[config.mk]
export PLATFORM = sky130hd
export DESIGN_NAME = lfm_mode_ctrl
export DESIGN_NICKNAME = d
export VERILOG_FILES = /design/src/rtl/lfm_mode_ctrl.v
export VERILOG_INCLUDE_DIRS = /design/src /design/src/rtl
export SDC_FILE = /design/constraint.sdc
export NUM_CORES = 1
export LEC_CHECK = 0
export ABC_CLOCK_PERIOD_IN_PS = 7800
export BUFFER_PORTS_ARGS = -buffer_cell sky130_fd_sc_hd__buf_2
export CAP_MARGIN = 25
export CORE_UTILIZATION = 45
export CTS_BUF_LIST = sky130_fd_sc_hd__clkbuf_4
export DETAILED_ROUTE_END_ITERATION = 16
export HOLD_SLACK_MARGIN = 0.15
export PLACE_DENSITY = 0.64
export RECOVER_POWER = 25
export SYNTH_ARGS = -nofsm -noshare
export SYNTH_HDL_FRONTEND = slang
export SYNTH_SLANG_ARGS = --single-unit
[constraint.sdc]
create_clock -name clk_sys -period 7.8 [get_ports clk_sys]
set_clock_uncertainty 0.1 [all_clocks]
set_input_delay 1.56 -clock clk_sys [delete_from_list [all_inputs] [get_ports clk_sys]]
set_output_delay 1.56 -clock clk_sys [all_outputs]
set_load 0.01 [all_outputs]
[src/rtl/lfm_consts.vh]
// Purpose : Shared constants of the LED flash mode controller.
// Assumes : Included by the design file by its bare name.
// Notes   : Offsets are I2C register pointers, fields are bit positions.
`ifndef LFM_CONSTS_VH
`define LFM_CONSTS_VH

// ------------------------------------------------------------------
// Register pointers
// ------------------------------------------------------------------
`define LFM_REG_FLASH_TIMEOUT   8'h02
`define LFM_REG_LED_CURRENT     8'h03
`define LFM_REG_OUTPUT_MODE     8'h04
`define LFM_REG_FAULT_STATUS    8'h05
`define LFM_REG_TRIGGER_CFG     8'h07

// ------------------------------------------------------------------
// Field positions
// ------------------------------------------------------------------
`define LFM_TIMEOUT_MSB         3
`define LFM_FLASH_CUR_MSB       3
`define LFM_LOW_CUR_LSB         4
`define LFM_MODE_MSB            1
`define LFM_TRIG_SRC_BIT        2
`define LFM_OUT_EN_BIT          3
`define LFM_LEVEL_SENSE_BIT     4
`define LFM_POLARITY_BIT        0
`define LFM_FAULT_TIMEOUT_BIT   0

// ------------------------------------------------------------------
// Mode-select codes and reset values
// ------------------------------------------------------------------
`define LFM_MODE_STANDBY        2'h0
`define LFM_MODE_VOUT           2'h1
`define LFM_MODE_ASSIST         2'h2
`define LFM_MODE_FLASH          2'h3
`define LFM_RST_TIMEOUT         8'h00
`define LFM_RST_CURRENT         8'h00
`define LFM_RST_MODE            8'h00
`define LFM_RST_TRIGGER         8'h00

// ------------------------------------------------------------------
// Timing: one timeout step in microseconds, clock in MHz
// ------------------------------------------------------------------
`define LFM_STEP_US             100000
`define LFM_CLK_MHZ             250
`define LFM_STEP_CYC            (`LFM_STEP_US * `LFM_CLK_MHZ)

`endif

[src/rtl/lfm_mode_ctrl.v]
// Purpose : Mode control of an LED flash driver behind an I2C slave.
// Assumes : scl and sda inputs are synchronous to clk_sys.
// Notes   : Analog current source and boost are outside; this block
//           only selects mode, level and on-time.
`timescale 1ns/100ps
`default_nettype none
`include "lfm_consts.vh"

module lfm_mode_ctrl #(
  parameter [6:0]  DEV_ADDR  = 7'h30,          // Arbitrary bus address
  parameter [31:0] STEP_CYC  = `LFM_STEP_CYC   // Cycles per timeout step
) (
  // Clock and reset
  input  wire       clk_sys,
  input  wire       reset_n,
  // Device enable pin
  input  wire       chip_en,
  // I2C slave pins, sda open drain
  input  wire       scl_i,
  input  wire       sda_i,
  output reg        sda_o,
  output reg        sda_oe_n,
  // Sensor strobe and torch request pins
  input  wire       strobe_pin,
  input  wire       torch_request_pin,
  // Drive controls toward the analog section
  output reg        led_drive_on,
  output reg  [3:0] led_level,
  output reg        flash_active,
  output reg        vout_enable
);

  // ----------------------------------------------------------------
  // Declarations
  // ----------------------------------------------------------------
  localparam [2:0] ST_IDLE   = 3'h0;
  localparam [2:0] ST_ASSIST = 3'h1;
  localparam [2:0] ST_FLASH  = 3'h2;
  localparam [2:0] ST_TORCH  = 3'h3;
  localparam [2:0] ST_VOUT   = 3'h4;

  localparam [3:0] I_IDLE  = 4'h0;
  localparam [3:0] I_ADDR  = 4'h1;
  localparam [3:0] I_ACKA  = 4'h2;
  localparam [3:0] I_PTR   = 4'h3;
  localparam [3:0] I_ACKP  = 4'h4;
  localparam [3:0] I_WDAT  = 4'h5;
  localparam [3:0] I_ACKW  = 4'h6;
  localparam [3:0] I_RDAT  = 4'h7;
  localparam [3:0] I_RACK  = 4'h8;

  reg  [7:0]  flash_timeout_cfg_q;
  reg  [7:0]  led_current_cfg_q;
  reg  [7:0]  output_mode_ctrl_q;
  reg  [7:0]  indicator_trigger_cfg_q;
  reg         fault_timeout_q;

  reg  [3:0]  i2c_st_q;
  reg  [3:0]  bit_cnt_q;
  reg  [7:0]  shift_q;
  reg  [7:0]  ptr_q;
  reg         scl_q;
  reg         sda_q;
  reg         wr_stb_q;
  reg  [7:0]  wr_ptr_q;
  reg  [7:0]  wr_data_q;
  reg         rd_clr_q;
  reg  [7:0]  rd_data;

  reg  [2:0]  st_q;
  reg         strobe_prev_q;
  reg         level_mode_q;
  reg  [31:0] tick_q;
  reg  [4:0]  steps_q;

  wire        scl_rise   = scl_i & ~scl_q;
  wire        scl_fall   = ~scl_i & scl_q;
  wire        bus_start  = scl_i & scl_q & sda_q & ~sda_i;
  wire        bus_stop   = scl_i & scl_q & ~sda_q & sda_i;

  wire [1:0]  mode_select_field = output_mode_ctrl_q[`LFM_MODE_MSB:0];
  wire        out_en      = output_mode_ctrl_q[`LFM_OUT_EN_BIT];
  wire        trigger_source_select =
                output_mode_ctrl_q[`LFM_TRIG_SRC_BIT];
  wire        trigger_level_sense =
                output_mode_ctrl_q[`LFM_LEVEL_SENSE_BIT];
  wire        trigger_polarity =
                indicator_trigger_cfg_q[`LFM_POLARITY_BIT];
  wire [3:0]  flash_timeout = flash_timeout_cfg_q[`LFM_TIMEOUT_MSB:0];
  wire [3:0]  flash_current_level =
                led_current_cfg_q[`LFM_FLASH_CUR_MSB:0];
  wire [3:0]  low_current_level = led_current_cfg_q[7:`LFM_LOW_CUR_LSB];

  // Strobe seen as active-high whatever the sensor polarity
  wire        strobe_act  = strobe_pin ^ trigger_polarity;
  wire        strobe_edge = strobe_act & ~strobe_prev_q;
  wire        last_tick   = (tick_q == STEP_CYC - 32'h1);
  wire        timer_done  = last_tick & (steps_q == 5'h00);
  wire        hw_trig     = trigger_level_sense ? strobe_act
                                                : strobe_edge;

  // ----------------------------------------------------------------
  // Register read mux
  // ----------------------------------------------------------------
  // Unmapped pointers read as zero
  always @* begin
    if (ptr_q == `LFM_REG_FLASH_TIMEOUT) begin
      rd_data = flash_timeout_cfg_q;
    end else if (ptr_q == `LFM_REG_LED_CURRENT) begin
      rd_data = led_current_cfg_q;
    end else if (ptr_q == `LFM_REG_OUTPUT_MODE) begin
      rd_data = output_mode_ctrl_q;
    end else if (ptr_q == `LFM_REG_FAULT_STATUS) begin
      rd_data = {7'h00, fault_timeout_q};
    end else if (ptr_q == `LFM_REG_TRIGGER_CFG) begin
      rd_data = indicator_trigger_cfg_q;
    end else begin
      rd_data = 8'h00;
    end
  end

  // ----------------------------------------------------------------
  // I2C slave
  // ----------------------------------------------------------------
  // Data changes on scl low, is sampled on scl rise; a write is only
  // handed on once its acknowledge clock has ended
  always @(posedge clk_sys) begin
    if (!reset_n || !chip_en) begin
      i2c_st_q  <= I_IDLE;
      bit_cnt_q <= 4'h0;
      shift_q   <= 8'h00;
      ptr_q     <= 8'h00;
      scl_q     <= 1'b1;
      sda_q     <= 1'b1;
      sda_o     <= 1'b0;
      sda_oe_n  <= 1'b1;
      wr_stb_q  <= 1'b0;
      wr_ptr_q  <= 8'h00;
      wr_data_q <= 8'h00;
      rd_clr_q  <= 1'b0;
    end else begin
      scl_q    <= scl_i;
      sda_q    <= sda_i;
      wr_stb_q <= 1'b0;
      rd_clr_q <= 1'b0;
      if (bus_start) begin
        i2c_st_q  <= I_ADDR;
        bit_cnt_q <= 4'h0;
        sda_oe_n  <= 1'b1;
      end else if (bus_stop) begin
        i2c_st_q <= I_IDLE;
        sda_oe_n <= 1'b1;
      end else begin
        case (i2c_st_q)
          I_ADDR, I_PTR, I_WDAT: begin
            if (scl_rise) begin
              shift_q   <= {shift_q[6:0], sda_i};
              bit_cnt_q <= bit_cnt_q + 4'h1;
            end else if (scl_fall && bit_cnt_q == 4'h8) begin
              bit_cnt_q <= 4'h0;
              if (i2c_st_q == I_ADDR && shift_q[7:1] != DEV_ADDR) begin
                i2c_st_q <= I_IDLE;       // Not ours, stay off the bus
              end else begin
                sda_oe_n <= 1'b0;         // Acknowledge
                i2c_st_q <= i2c_st_q + 4'h1;
              end
            end
          end
          I_ACKA: begin
            if (scl_fall) begin
              if (shift_q[0]) begin
                i2c_st_q <= I_RDAT;
                shift_q  <= rd_data;
                sda_oe_n <= rd_data[7];
                rd_clr_q <= 1'b1;
              end else begin
                i2c_st_q <= I_PTR;
                sda_oe_n <= 1'b1;
              end
            end
          end
          I_ACKP: begin
            if (scl_fall) begin
              ptr_q    <= shift_q;
              sda_oe_n <= 1'b1;
              i2c_st_q <= I_WDAT;
            end
          end
          I_ACKW: begin
            if (scl_fall) begin
              wr_stb_q  <= 1'b1;
              wr_ptr_q  <= ptr_q;
              wr_data_q <= shift_q;
              ptr_q     <= ptr_q + 8'h01;
              sda_oe_n  <= 1'b1;
              i2c_st_q  <= I_WDAT;
            end
          end
          I_RDAT: begin
            if (scl_fall) begin
              if (bit_cnt_q == 4'h7) begin
                bit_cnt_q <= 4'h0;
                sda_oe_n  <= 1'b1;        // Release for master ack
                i2c_st_q  <= I_RACK;
              end else begin
                bit_cnt_q <= bit_cnt_q + 4'h1;
                shift_q   <= {shift_q[6:0], 1'b0};
                sda_oe_n  <= shift_q[6];
              end
            end
          end
          I_RACK: begin
            if (scl_rise) begin
              if (sda_i) begin
                i2c_st_q <= I_IDLE;       // Master nack ends the read
              end else begin
                ptr_q    <= ptr_q + 8'h01;
              end
            end else if (scl_fall) begin
              i2c_st_q <= I_RDAT;         // Next byte after a master ack
              shift_q  <= rd_data;
              sda_oe_n <= rd_data[7];
              rd_clr_q <= 1'b1;
            end
          end
          default: begin
            i2c_st_q <= I_IDLE;
          end
        endcase
      end
    end
  end

  // ----------------------------------------------------------------
  // Registers and mode sequencer
  // ----------------------------------------------------------------
  // Host writes land after hardware clears in this block, so a write
  // in the same cycle as an auto-clear keeps the host value
  always @(posedge clk_sys) begin
    if (!reset_n || !chip_en) begin
      flash_timeout_cfg_q     <= `LFM_RST_TIMEOUT;
      led_current_cfg_q       <= `LFM_RST_CURRENT;
      output_mode_ctrl_q      <= `LFM_RST_MODE;
      indicator_trigger_cfg_q <= `LFM_RST_TRIGGER;
      fault_timeout_q         <= 1'b0;
      st_q                    <= ST_IDLE;
      strobe_prev_q           <= 1'b0;
      level_mode_q            <= 1'b0;
      tick_q                  <= 32'h0;
      steps_q                 <= 5'h00;
      led_drive_on            <= 1'b0;
      led_level               <= 4'h0;
      flash_active            <= 1'b0;
      vout_enable             <= 1'b0;
    end else begin
      strobe_prev_q <= strobe_act;
      // Status read clears the fault; a new fault the same cycle wins
      if (rd_clr_q && ptr_q == `LFM_REG_FAULT_STATUS) begin
        fault_timeout_q <= 1'b0;
      end
      case (st_q)
        ST_IDLE: begin
          if (out_en && mode_select_field == `LFM_MODE_ASSIST) begin
            st_q <= ST_ASSIST;
          end else if (out_en && mode_select_field == `LFM_MODE_FLASH
                       && (!trigger_source_select || hw_trig)) begin
            st_q         <= ST_FLASH;
            level_mode_q <= trigger_source_select & trigger_level_sense;
            tick_q       <= 32'h0;
            steps_q      <= {1'b0, flash_timeout};
          end else if (out_en && mode_select_field == `LFM_MODE_STANDBY
                       && torch_request_pin) begin
            st_q <= ST_TORCH;
          end else if (out_en && mode_select_field == `LFM_MODE_VOUT) begin
            st_q <= ST_VOUT;
          end
        end
        ST_ASSIST: begin
          if (!out_en || mode_select_field != `LFM_MODE_ASSIST) begin
            st_q <= ST_IDLE;
          end
        end
        ST_VOUT: begin
          if (!out_en || mode_select_field != `LFM_MODE_VOUT) begin
            st_q <= ST_IDLE;
          end
        end
        ST_TORCH: begin
          if (strobe_act) begin
            st_q         <= ST_FLASH;
            level_mode_q <= trigger_level_sense;
            tick_q       <= 32'h0;
            steps_q      <= {1'b0, flash_timeout};
          end else if (!torch_request_pin) begin
            st_q <= ST_IDLE;
            output_mode_ctrl_q[`LFM_OUT_EN_BIT] <= 1'b0;
          end else if (!out_en) begin
            st_q <= ST_IDLE;
          end
        end
        ST_FLASH: begin
          tick_q <= last_tick ? 32'h0 : tick_q + 32'h1;
          if (last_tick && steps_q != 5'h00) begin
            steps_q <= steps_q - 5'h01;
          end
          if (!out_en) begin
            st_q <= ST_IDLE;
          end else if (level_mode_q && !strobe_act) begin
            st_q <= ST_IDLE;
            output_mode_ctrl_q[`LFM_MODE_MSB:0] <= `LFM_MODE_STANDBY;
            output_mode_ctrl_q[`LFM_OUT_EN_BIT] <= 1'b0;
          end else if (timer_done) begin
            st_q <= ST_IDLE;
            output_mode_ctrl_q[`LFM_MODE_MSB:0] <= `LFM_MODE_STANDBY;
            output_mode_ctrl_q[`LFM_OUT_EN_BIT] <= 1'b0;
            if (level_mode_q) begin
              fault_timeout_q <= 1'b1;
            end
          end
        end
        default: begin
          st_q <= ST_IDLE;
        end
      endcase
      // Host register writes, applied after the acknowledge
      if (wr_stb_q) begin
        if (wr_ptr_q == `LFM_REG_FLASH_TIMEOUT) begin
          flash_timeout_cfg_q <= wr_data_q;
        end else if (wr_ptr_q == `LFM_REG_LED_CURRENT) begin
          led_current_cfg_q <= wr_data_q;
        end else if (wr_ptr_q == `LFM_REG_OUTPUT_MODE) begin
          output_mode_ctrl_q <= wr_data_q;
        end else if (wr_ptr_q == `LFM_REG_TRIGGER_CFG) begin
          indicator_trigger_cfg_q <= wr_data_q;
        end
      end
      // Drive outputs follow the state one cycle later
      led_drive_on <= (st_q == ST_ASSIST) | (st_q == ST_TORCH)
                    | (st_q == ST_FLASH);
      led_level    <= (st_q == ST_FLASH) ? flash_current_level
                                         : low_current_level;
      flash_active <= (st_q == ST_FLASH);
      vout_enable  <= (st_q == ST_VOUT);
    end
  end

endmodule // lfm_mode_ctrl
`default_nettype wire

Yosys cells after proc, flatten, opt, wreduce, memory -nomap -nowiden
Index checks and enable logic that the tools add are counted.
{"block": "classes", "add_sub_neg": 5, "multipliers": 0, "n_div": 0, "magnitude_cmp": 0, "eq_ne": 66, "n_shift": 0, "mux": 102, "n_bitwise": 24, "reduce_logical": 51}
{"operator": "32-bit two-way mux", "count": 4}
{"operator": "8-bit two-way mux", "count": 16}
{"operator": "32-bit one-hot mux with 3 select lines", "count": 1}
{"operator": "4-bit two-way mux", "count": 19}
{"operator": "2-bit != test (second input constant)", "count": 22}
{"operator": "8-bit by 3-bit equality test with 1-bit output (second input constant)", "count": 5}
{"operator": "3-bit two-way mux", "count": 13}
{"operator": "32-bit by 1-bit adder with 32-bit output (second input constant)", "count": 1}
{"operator": "32-bit by 25-bit equality test with 1-bit output (second input constant)", "count": 1}
{"operator": "8-bit by 2-bit equality test with 1-bit output (second input constant)", "count": 4}
{"operator": "8-bit one-hot mux with 4 select lines", "count": 1}
{"operator": "1-bit two-way mux", "count": 31}
{"operator": "4-bit != test (second input constant)", "count": 7}
{"operator": "8-bit one-hot mux with 3 select lines", "count": 1}
{"operator": "4-bit by 3-bit equality test with 1-bit output (second input constant)", "count": 5}
{"operator": "5-bit two-way mux", "count": 4}
{"operator": "4-bit one-hot mux with 5 select lines", "count": 1}
{"operator": "4-bit AND reduction", "count": 5}
{"operator": "9-bit AND reduction", "count": 2}
{"operator": "8-bit AND reduction", "count": 2}
{"operator": "5-bit != test (second input constant)", "count": 3}
{"operator": "3-bit one-hot mux with 5 select lines", "count": 1}
{"operator": "5-bit one-hot mux with 3 select lines", "count": 1}
{"operator": "5-bit AND reduction", "count": 3}
{"operator": "40 further kinds", "count": 95}
{"block": "totals", "ff_bits": 127, "latch_bits": 0, "mem_bits_rw": 0, "rom_bits": 0, "input_bits": 7, "output_inout_bits": 9, "wordCells": 276, "memories": 0}

Logic depth before layout (Yosys ltp)
Gate-level depths: netlist of run 1.
{"block": "logic_depth", "word_depth": 10, "ltp_mapped": 10, "depth_no_buf": 8}

Worst setup path after synthesis of run 1
Ideal clock, no wire load.
{"block": "synth_path", "path_type": "in2reg", "start": "in strobe_pin", "end": "reg steps_q[2]", "setup_time_ns": 0.117, "arrival_ns": 3.336, "required_time_ns": 7.583, "path_slack_ns": 4.246, "path_stages": 6, "n_path_buf": 0, "cell_sequence": "xnor2_1 a221oi_1 o211ai_1 a21oi_1 o21ai_0 a32o_1"}
{"block": "synth_via", "elab_chain_cells": 7, "word_cells_on_any_way": 8, "classes_between": "2 x eq/ne; 1 x mux; 2 x bitwise; 3 x reduce/logical"}
{"element": "start, declared", "line": "lfm_mode_ctrl.v:24", "source": "input wire strobe_pin,"}
{"element": "1-bit bitwise XOR *", "line": "lfm_mode_ctrl.v:95", "source": "wire strobe_act = strobe_pin ^ trigger_polarity;"}
{"element": "1-bit AND", "line": "lfm_mode_ctrl.v:96", "source": "wire strobe_edge = strobe_act & ~strobe_prev_q;"}
{"element": "1-bit two-way mux", "line": "lfm_mode_ctrl.v:99", "source": "wire hw_trig = trigger_level_sense ? strobe_act"}
{"element": "1-bit logical OR", "line": "lfm_mode_ctrl.v:266", "source": "&& (!trigger_source_select || hw_trig)) begin"}
{"element": "1-bit logical AND", "line": "lfm_mode_ctrl.v:265", "source": "end else if (out_en && mode_select_field == `LFM_MODE_FLASH"}
{"element": "2-bit != test (no source line)"}
{"element": "5-bit AND reduction (no source line) *"}
{"element": "end signal, assigned", "line": "lfm_mode_ctrl.v:270", "source": "steps_q <= {1'b0, flash_timeout};"}
{"element": "end signal, assigned", "line": "lfm_mode_ctrl.v:293", "source": "steps_q <= {1'b0, flash_timeout};"}
{"element": "end signal, assigned", "line": "lfm_mode_ctrl.v:304", "source": "steps_q <= steps_q - 5'h01;"}
{"element": "end, declared", "line": "lfm_mode_ctrl.v:74", "source": "reg [4:0] steps_q;"}
Mark *: on every way between the ends. The rest lies on a longest branch, timed or not.
A chain may end at the register's enable or synchronous reset.

Final worst setup path of run 1
{"block": "layout_path", "start": "in chip_en", "end": "reg tick_q[10]"}
{"block": "layout_via", "elab_chain_cells": 2}
{"element": "start, declared", "line": "lfm_mode_ctrl.v:17", "source": "input wire chip_en,"}
{"element": "1-bit zero test", "line": "lfm_mode_ctrl.v:240", "source": "if (!reset_n || !chip_en) begin"}
{"element": "1-bit logical OR", "line": "lfm_mode_ctrl.v:240"}
{"element": "end signal, assigned", "line": "lfm_mode_ctrl.v:302", "source": "tick_q <= last_tick ? 32'h0 : tick_q + 32'h1;"}
{"element": "end, declared", "line": "lfm_mode_ctrl.v:73", "source": "reg [31:0] tick_q;"}
No other way between the ends.

==> reports/results.tsv, run 1 <==
stage	metric	value	unit
global_routing	globalRouteOverflowTotal	0	
timing	finalMaxSlewViolations	77	
drt	routed_wl	16700	um
timing	rsz0062_at_grt	false	
placement	globalplace.congestion	0.866	
critical_path	path_class	in2reg	
final_layout	nFillCells	1354	
floorplanning	start_util	46.8	%
placement	pre_cts_ws	3.50	ns
floorplanning	std_cell_rows	43	
critical_path	worstPathCellList	clkbuf_1 -> nand2_1 -> clkbuf_1 -> nor2_1 -> nand2b_1 -> o22ai_1 -> a21o_1	
timing	hold_viol_final	0	
drt	drt_iter0_drc	454	
timing	slew-limit-headroom	-121	%
critical_path	reg2regPathDepth	6	
synthesis	synth-seq-cells	127	
critical_path	critPathArrivalTime	4.97	ns
critical_path	r2r_slack	4.65	ns
floorplanning	die_area	0.0151	mm^2
critical_path	slowest_delay	2.31	ns
placement	place.port_buffers	14	
global_routing	grt_pass1_wl	27300	um
floorplanning	io_pins	16	
drt	viasPerCell	5.84	
final_layout	largest-register	tick_q	
critical_path	cp.required	8.13	ns
global_routing	grtUsageTotal	23.2	%
pwr	ir_drop	0.121	mV
clock_tree	cts_max_level	4	
global_routing	grt_pass1_vias	5479	
clock_tree	post_cts_buffers	0	
timing	tns	0	ns
hold_path	min_path_cells	2	
final_layout	num_antenna_cells	0	
drt	ant_nets	0	
clock_tree	cts_hold_buf	0	
synthesis	syn-cell-area	0.00657	mm^2
clock_tree	cts_tree	built	
pwr	p_per_area	166	mW/mm^2
timing	fin_ws	3.15	ns
clock_tree	cts_resized	0	
final_layout	layout_commonest_cell	nor2_1	
final_layout	largest_reg_flops	32	
drt	first_pass_iters	5	
global_routing	antenna_found_initial	0	
drt	vias	5807	
timing	tightest_slew	3.32	ns
synthesis	synth_seq_area_share	38.7	%
drt	wl_per_cell	16.8	um
clock_tree	cts-root-buf	clkbuf_4	
critical_path	critical_path.max_fanout	76	
critical_path	critPathSlowestCell	clkbuf_1	
floorplanning	fp.dieH	123	um
floorplanning	core-area	0.0140	mm^2
critical_path	end_kind	flop	
synthesis	synth_cell_types	66	
final_layout	num-nets-final	826	
synthesis	yosysWarnings	0	
timing	min_period	4.65	ns
final_layout	final_cells	995	
drt	drc	0	
placement	dp.cells	961	
timing	fmaxAchievable	215	MHz
synthesis	syn_avg_cell_area	8.26	um^2
outcome	violations	max-capacitance violations, max-slew violations	
critical_path	path_common_cell	clkbuf_1	
synthesis	synth_enable_flop_cells	0	
timing	fin_crit_sh	59.6	%
clock_tree	clockBufferDepth	2	
placement	dp_hpwl	11700	um
pwr	total_power	1.18	mW
outcome	status	complete, but fails checks	
flow_run	maxCapViolations	1	
clock_tree	clkSinkCount	127	
final_layout	drive_gt1_share	7.48	%
final_layout	area_delta_synth_final	8.00	%
hold_path	hold_path_class	reg2reg	
clock_tree	clkSlewWorstSetupHoldPaths	0.13	ns
timing	setup_viol	0	
synthesis	ys.flop_type	dfxtp_1	
final_layout	layout_common_cells	nor2_1 (134), dfxtp_1 (127), mux2i_1 (50), nand2_1 (45), a21oi_1 (43)	
synthesis	synth_nets	820	
global_routing	grt_max_degree	77	
clock_tree	numCtsBuffers	17	
floorplanning	die_x	123	um
synthesis	async_flop_share	0	%
critical_path	start_kind	input pin	
pwr	leakage	2.49	nW
clock_tree	insertion_delay	0.54	ns
synthesis	netlist_instances	796	
final_layout	utilization	50.5	%
[report_power, final]
| group | switching, mW | total, mW | internal, mW |
|---|---|---|---|
| registers | 0.00176 | 0.651 | 0.650 |
| logic | 0.0234 | 0.0313 | 0.00784 |
| clock network | 0.269 | 0.495 | 0.226 |
| total | 0.294 | 1.18 | 0.884 |
[stage by stage]
stage	hold WS [ns]	cell area [um^2]
after floorplan	0.341	6570
after global placement	0.373	6780
after detailed placement	0.372	6790
after CTS	0.388	7100
after global routing	0.415	7100
final	0.385	7100
[logic make-up after synthesis]
logic type	Yosys count	share of synthesized area, %
muxes	51	7.79
and+or+nand+nor	340	25.8
DFF	127	38.7
buffers and inverters	65	3.83
xor gates and xnor gates	33	4.40
other	1	0.0571
adders and majority gates	17	3.24
AOI/OAI and AO/OA	162	16.2
[worst max-delay path, delay by kind of cell]
family / cells / cell delay (ns)
compound gates: 2 / 0.40
buf+inv: 2 / 2.40
simple gates: 3 / 0.60
[cells in the mapped netlist (5+ instances only)]
| master | count | area, um^2 |
|---|---|---|
| nor4_1 | 13 | 81.3 |
| o22ai_1 | 8 | 50.1 |
| nand4_1 | 14 | 87.6 |
| a22oi_1 | 13 | 97.6 |
| nor2_1 | 134 | 503 |
| nand2_1 | 45 | 169 |
| and2_1 | 7 | 43.8 |
| o211ai_1 | 5 | 37.5 |
| inv_1 | 29 | 109 |
| nand3b_1 | 6 | 45.0 |
| ha_1 | 17 | 213 |
| a221oi_1 | 7 | 61.3 |
| o21ai_0 | 36 | 180 |
| dfxtp_1 | 127 | 2540 |
| a21oi_1 | 44 | 220 |
| xnor2_1 | 21 | 184 |
| clkbuf_1 | 29 | 109 |
| or3_1 | 5 | 31.3 |
| mux2i_1 | 50 | 500 |
| nand2b_1 | 6 | 37.5 |
| a211oi_1 | 10 | 75.1 |
| nor3_1 | 22 | 110 |
| nor2b_1 | 12 | 75.1 |
| and3_1 | 12 | 75.1 |
| nand3_1 | 32 | 160 |
| xor2_1 | 12 | 105 |
[final timing paths]
path	startpoint	to
setup / recovery	chip_en	tick_q[10]
hold / removal	led_current_cfg_q[4]	led_level[0]
setup reg to reg	tick_q[10]	tick_q[11]
hold reg to reg	led_current_cfg_q[4]	led_level[0]
[routing by layer]
metal / vias up / global-route usage, % / wire length, um
li1: 2867 / - / -
met4: 0 / 6.78 / 238
met1: 2800 / 29.5 / 7790
met5: - / 0 / 0
met2: 121 / 39.2 / 8040
met3: 19 / 4.97 / 620
[cell type report]
type / instances / area [um^2] / area share, %
Tap cell: 180 / 225 / 3.17
Timing Repair Buffer: 23 / 121 / 1.71
Multi-Input combinational cell: 604 / 3790 / 53.4
Clock inverter: 15 / 184 / 2.59
Inverter: 29 / 109 / 1.53
Sequential cell: 127 / 2540 / 35.8
Clock buffer: 17 / 128 / 1.80
No activity file was read; power rests on OpenSTA's default activity.
==> run 2: changes to the inputs <==
Settings changed: ABC_AREA from default to 1, ABC_CLOCK_PERIOD_IN_PS 7800 to 4100, PLACE_DENSITY 0.64 to 0.66.
Clock period 7.8 ns to 4.1 ns, I/O delays scaled along.
==> run 2 against run 1 <==
The run now ends clean; total power rose by 88%; hold slack got worse by 0.018 ns; first-iteration DRC count rose by 42%; setup slack got worse by 1.8 ns; sequential power rose by 90%; largest cell class unchanged; combinational power rose by 150%; highest routed layer unchanged; critical path depth rose by 3.
==> reports/results.tsv, run 2 <==
stage	metric	value	unit	change
flow_run	maxCapViolations	0		-1
drt	ant_nets	0		unchanged
final_layout	num-nets-final	1117		+35%
drt	drc	0		unchanged
global_routing	grt_max_degree	48		-38%
synthesis	synth.top_cell.area_share	35.8	%	-2.9 points
placement	dp_hpwl	13300	um	+13%
placement	dp.cells	1285		+34%
synthesis	yosys-top-cells-count	nand2_1 (242), nor2_1 (134), dfxtp_1 (127)		
critical_path	reg2reg_from	st_q[2]		
synthesis	netlist_instances	1089		+37%
drt	drt_iter0_drc	645		+42%
clock_tree	clkSlewWorstSetupHoldPaths	0.11	ns	-0.02 ns
clock_tree	clkSinkCount	127		unchanged
critical_path	critical_path.max_fanout	20		-74%
critical_path	worstReg2RegEnd	tick_q[9]		
placement	pre_cts_ws	1.47	ns	-2.02 ns
synthesis	yosysTopAreaCell	dfxtp_1		
synthesis	ys_top_cells_by_area	dfxtp_1 (36%), nand2_1 (13%), a21oi_1 (7.2%)		
placement	globalplace.congestion	0.909		+5.0%
timing	fin_ws	1.39	ns	-1.76 ns
floorplanning	core-area	0.0153	mm^2	+9.1%
synthesis	synth_cell_types	42		-36%
drt	first_pass_iters	5		unchanged
pwr	ir_drop	0.185	mV	+53%
pwr	p_per_area	292	mW/mm^2	+76%
critical_path	path_class	reg2reg		
timing	min_period	2.71	ns	
global_routing	grt_pass1_vias	6459		+18%
timing	setup_viol	0		unchanged
synthesis	syn_avg_cell_area	6.53	um^2	-21%
synthesis	yosysWarnings	0		unchanged
synthesis	yosysMostFrequentCell	nand2_1		
timing	fin_crit_sh	66.1	%	
clock_tree	cts_hold_buf	0		unchanged
timing	tns	0	ns	unchanged
pwr	leakage	2.93	nW	+18%
drt	routed_wl	18200	um	+9.3%
outcome	status	complete, no violations		
final_layout	area_delta_synth_final	6.62	%	
final_layout	largest-register	tick_q		
clock_tree	post_cts_buffers	0		unchanged
timing	tightest_slew	1.41	ns	-1.91 ns
synthesis	ys.flop_type	dfxtp_1		
critical_path	start_kind	flop		
critical_path	critPathArrivalTime	3.06	ns	-1.91 ns
global_routing	grtUsageTotal	24.1	%	+0.87 points
critical_path	reg2regPathDepth	10		+4
final_layout	drive_gt1_share	7.78	%	+0.29 points
synthesis	synth-seq-cells	127		unchanged
floorplanning	fp.dieH	128	um	+3.9%
final_layout	final_cells	1317		+32%
synthesis	synth_nets	1113		+36%
timing	slew-limit-headroom	6.11	%	+130 points
hold_path	hold_path_class	reg2reg		
final_layout	layout_commonest_cell	nand2_1		
timing	finalMaxSlewViolations	0		-100%
global_routing	grt_pass1_wl	31300	um	+15%
synthesis	syn-cell-area	0.00711	mm^2	+8.2%
timing	rsz0062_at_grt	false		
final_layout	layout_common_cells	nand2_1 (242), nor2_1 (134), dfxtp_1 (127), inv_1 (126), a21oi_1 (102)		
synthesis	synth_seq_area_share	35.8	%	-2.9 points
global_routing	globalRouteOverflowTotal	0		unchanged
timing	fmaxAchievable	369	MHz	
clock_tree	clockBufferDepth	2		unchanged
critical_path	r2r_slack	1.39	ns	-3.26 ns
critical_path	critical_path.startpoint	st_q[2]		
floorplanning	die_x	128	um	+3.9%
global_routing	antenna_found_initial	0		unchanged
drt	viasPerCell	5.27		-9.7%
clock_tree	cts-root-buf	clkbuf_4		
synthesis	synth_enable_flop_cells	0		unchanged
clock_tree	cts_tree	built		
floorplanning	start_util	46.4	%	-0.38 points
drt	vias	6942		+20%
synthesis	async_flop_share	0	%	unchanged
clock_tree	cts_resized	0		unchanged
hold_path	hold_path.startpoint	output_mode_ctrl_q[6]		
placement	place.port_buffers	14		unchanged
drt	wl_per_cell	13.8	um	-17%
floorplanning	io_pins	16		unchanged
floorplanning	die_area	0.0163	mm^2	+8.0%
clock_tree	cts_max_level	4		unchanged
critical_path	end_kind	flop		
clock_tree	numCtsBuffers	17		unchanged
floorplanning	std_cell_rows	45		+4.7%
timing	hold_viol_final	0		unchanged
critical_path	crit_end	tick_q[9]		
final_layout	largest_reg_flops	32		unchanged
critical_path	cp.required	4.45	ns	-3.68 ns
clock_tree	insertion_delay	0.57	ns	+0.03 ns
final_layout	num_antenna_cells	0		unchanged
-- run 2: kinds of logic (layout without fill, tap and decap cells) --
kind of cell,count (synthesis),in the layout,synth area share (%)
fa+ha+maj,17,17,2.99
compound gates,229,229,17.3
xor+xnor,9,9,1.11
buf+inv,171,188,9.54
other cells,1,1,0.0528
simple gates,535,535,33.2
flops,127,127,35.8
-- run 2: metal layers --
metal | up-vias | global-route usage, % | routed length (um)
met4 | 0 | 8.37 | 466
met3 | 40 | 5.30 | 792
met5 | - | 0 | 0
met2 | 160 | 41.2 | 8760
li1 | 3595 | - | -
met1 | 3147 | 29.9 | 8220
-- run 2: how the worst min path moves through the flow --
stage	end	slack [ns]	depth (start not counted)
after global placement	sda_oe_n	0.35	2
after CTS	indicator_trigger_cfg_q[1]	0.37	2
after floorplan	led_drive_on	0.33	1
after detailed placement	indicator_trigger_cfg_q[1]	0.35	2
final	output_mode_ctrl_q[6]	0.37	2
after global routing	indicator_trigger_cfg_q[1]	0.39	2
-- run 2: area by class of cell --
cell class / instances / area, um^2
clock buffer: 19 / 143
clock inverter: 13 / 141
fill: 1606 / 7740
inverter: 138 / 518
multi-input combinational: 791 / 3880
sequential: 127 / 2540
tap: 211 / 264
timing repair buffer: 18 / 92.6
-- run 2: through the flow --
| stage | hold WS [ns] | util, % | total power, mW | area, um^2 |
|---|---|---|---|---|
| 2_1_floorplan | 0.326 | - | 1.33 | 7110 |
| 3_3_place_gp | 0.346 | 47.8 | 1.34 | 7310 |
| 3_5_place_dp | 0.346 | 47.8 | 1.34 | 7310 |
| 4_1_cts | 0.369 | 49.6 | 2.24 | 7600 |
| 5_1_grt | 0.391 | 49.5 | 2.30 | 7580 |
| 6_report | 0.367 | 49.5 | 2.21 | 7580 |
-- run 2: critical path, cell delays in order, from the launching register on --
cell     delay [ns]
dfxtp_1        0.34
inv_1          0.13
nand3_1        0.56
nand2_1        0.30
nor2_1         0.06
nor2_1         0.10
nand2_1        0.07
inv_1          0.52
nand3_1        0.18
o21ai_0        0.19
a21oi_1        0.06
-- run 2: power breakdown --
group / switching (mW) / internal, mW / total (mW)
Combinational: 0.0563 / 0.0215 / 0.0778
Sequential: 0.00240 / 1.24 / 1.24
Clock: 0.517 / 0.376 / 0.893
Total: 0.576 / 1.63 / 2.21
==> run 3: changes to the inputs <==
Settings changed: ABC_CLOCK_PERIOD_IN_PS 4100 to 2500, PLACE_DENSITY 0.66 to 0.64.
Clock period 4.1 ns to 2.5 ns, I/O delays scaled along.
==> run 3 against run 2 <==
Die area is the same; clock-buffer cell count shrank 1; cell area grew 1.5%; critical endpoint is now led_level[3].
==> reports/results.tsv, run 3 (synthesis gave the netlist of run 2 again) <==
stage	metric	value	unit	change
placement	dp_hpwl	14000	um	+5.4%
drt	viasPerCell	5.20		-1.4%
clock_tree	clockBufferDepth	2		unchanged
drt	first_pass_iters	5		unchanged
critical_path	cp.required	2.90	ns	-1.55 ns
outcome	status	complete, no violations		
critical_path	crit_family	buffers and inverters		
clock_tree	cts_resized	0		unchanged
timing	slew-limit-headroom	26.6	%	+21 points
final_layout	final_area	0.00769	mm^2	+1.5%
critical_path	slowest_delay	0.81	ns	+0.25 ns
timing	tns	0	ns	unchanged
floorplanning	core-area	0.0153	mm^2	unchanged
floorplanning	io_pins	16		unchanged
timing	hold_viol_final	0		unchanged
final_layout	layout_commonest_cell	nand2_1		
final_layout	num-nets-final	1132		+1.3%
floorplanning	std_cell_rows	45		unchanged
final_layout	drive_gt1_share	8.21	%	+0.43 points
critical_path	crit_buf_inv	4		+2
timing	tightest_slew	1.10	ns	-0.308 ns
clock_tree	insertion_delay	0.58	ns	about the same
floorplanning	die_x	128	um	unchanged
clock_tree	clkSlewWorstSetupHoldPaths	0.12	ns	about the same
timing	min_period	2.20	ns	
timing	finalMaxSlewViolations	0		unchanged
final_layout	largest_reg_flops	32		unchanged
clock_tree	cts_hold_buf	4		+4
floorplanning	die_area	0.0163	mm^2	unchanged
critical_path	reg2reg_from	tick_q[0]		
critical_path	path_class	in2reg		
clock_tree	cts_max_level	4		unchanged
clock_tree	clkSinkCount	127		unchanged
drt	wl_per_cell	14.2	um	+2.4%
final_layout	layout_common_cells	nand2_1 (242), nor2_1 (134), dfxtp_1 (127), inv_1 (126), a21oi_1 (102)		
pwr	ir_drop	0.271	mV	+46%
timing	fmaxAchievable	454	MHz	
pwr	total_power	3.61	mW	+64%
clock_tree	numCtsBuffers	17		unchanged
global_routing	grtUsageTotal	24.6	%	+0.48 points
floorplanning	start_util	46.4	%	unchanged
pwr	p_per_area	470	mW/mm^2	+61%
placement	place.port_buffers	14		unchanged
clock_tree	cts_tree	built		
critical_path	critPathArrivalTime	2.60	ns	-0.46 ns
timing	setup_viol	0		unchanged
floorplanning	fp.dieH	128	um	unchanged
drt	vias	6925		-0.24%
drt	drt_iter0_drc	443		-31%
critical_path	critical_path.max_fanout	58		+190%
drt	routed_wl	18900	um	+3.7%
final_layout	nFillCells	1621		+0.93%
final_layout	largest-register	tick_q		
hold_path	hold_path_class	in2reg		
pwr	leakage	2.97	nW	+1.4%
placement	globalplace.congestion	0.940		+3.4%
critical_path	worstPathCellList	dlygate4sd3_1 -> buf_2 -> nand2_1 -> inv_1 -> clkbuf_2 -> o21ai_0 -> a21oi_1		
drt	drc	0		unchanged
timing	fin_ws	0.298	ns	-1.09 ns
critical_path	start_kind	input pin		
global_routing	globalRouteOverflowTotal	0		unchanged
placement	pre_cts_ws	0.347	ns	-1.13 ns
global_routing	grt_max_degree	59		+23%
global_routing	grt_pass1_wl	31400	um	+0.35%
drt	ant_nets	0		unchanged
critical_path	critical_path.startpoint	chip_en		
clock_tree	post_cts_buffers	0		unchanged
critical_path	critPathSlowestCell	clkbuf_2		
global_routing	antenna_found_initial	1		+1
hold_path	hold_path.startpoint	reset_n		
placement	placed_cell_area	0.00740	mm^2	+1.1%
final_layout	area_delta_synth_final	8.26	%	
critical_path	end_kind	flop		
global_routing	grt_pass1_vias	6433		-0.40%
timing	fin_crit_sh	88.1	%	
clock_tree	cts-root-buf	clkbuf_4		
timing	rsz0062_at_grt	false		
final_layout	utilization	50.2	%	+0.76 points
flow_run	maxCapViolations	0		unchanged
==> run 3: layer usage <==
layer  global-route usage, %  share of wire, %  up-vias
li1                        -                 -     3618
met1                    29.4                44     3131
met2                    42.8                49      137
met3                    4.88               3.3       39
met4                    10.7               3.1        0
met5                       0                 0        -
==> run 3: area by class of cell <==
class                           count  area, um^2  share of cell area, %
Antenna cell                        1        2.50                 0.0325
Clock buffer                       18         135                   1.76
Clock inverter                     14         143                   1.85
Inverter                          138         518                   6.73
Multi-Input combinational cell    791        3880                   50.5
Sequential cell                   127        2540                   33.0
Tap cell                          211         264                   3.43
Timing Repair Buffer               33         208                   2.70
==> run 3: per-stage QoR <==
stage | instances | hold WS, ns
detailed placement | 1296 | 0.344
global route | 1333 | 0.239
global placement | 1296 | 0.341
floorplan | 1089 | 0.326
finish | 1333 | 0.224
CTS | 1332 | 0.179
==> run 3: path summary, 6_finish.rpt <==
kind | endpoint | slack (ns) | depth (start not counted)
setup / recovery | led_level[3] | 0.30 | 7
hold reg to reg | led_drive_on | 0.36 | 1
hold / removal | flash_active | 0.22 | 3
setup reg to reg | steps_q[4] | 0.30 | 10
==> run 3: power by group <==
group / internal [mW] / total [mW] / switching, mW / leakage [nW]
logic: 0.0392 / 0.134 / 0.0947 / 1.80
clock network: 0.602 / 1.45 / 0.846 / 0.150
registers: 2.03 / 2.03 / 0.00423 / 1.02
==> run 3: worst register-to-register path, stage by stage, from the launching register on <==
cell	delay (ns)
dfxtp_1	0.40
ha_1	0.18
nand2_1	0.08
nor2_2	0.26
nand3_1	0.12
nor2_1	0.28
nand2_2	0.13
o21ai_4	0.23
nand2_2	0.13
nand2_1	0.08
a21oi_1	0.05
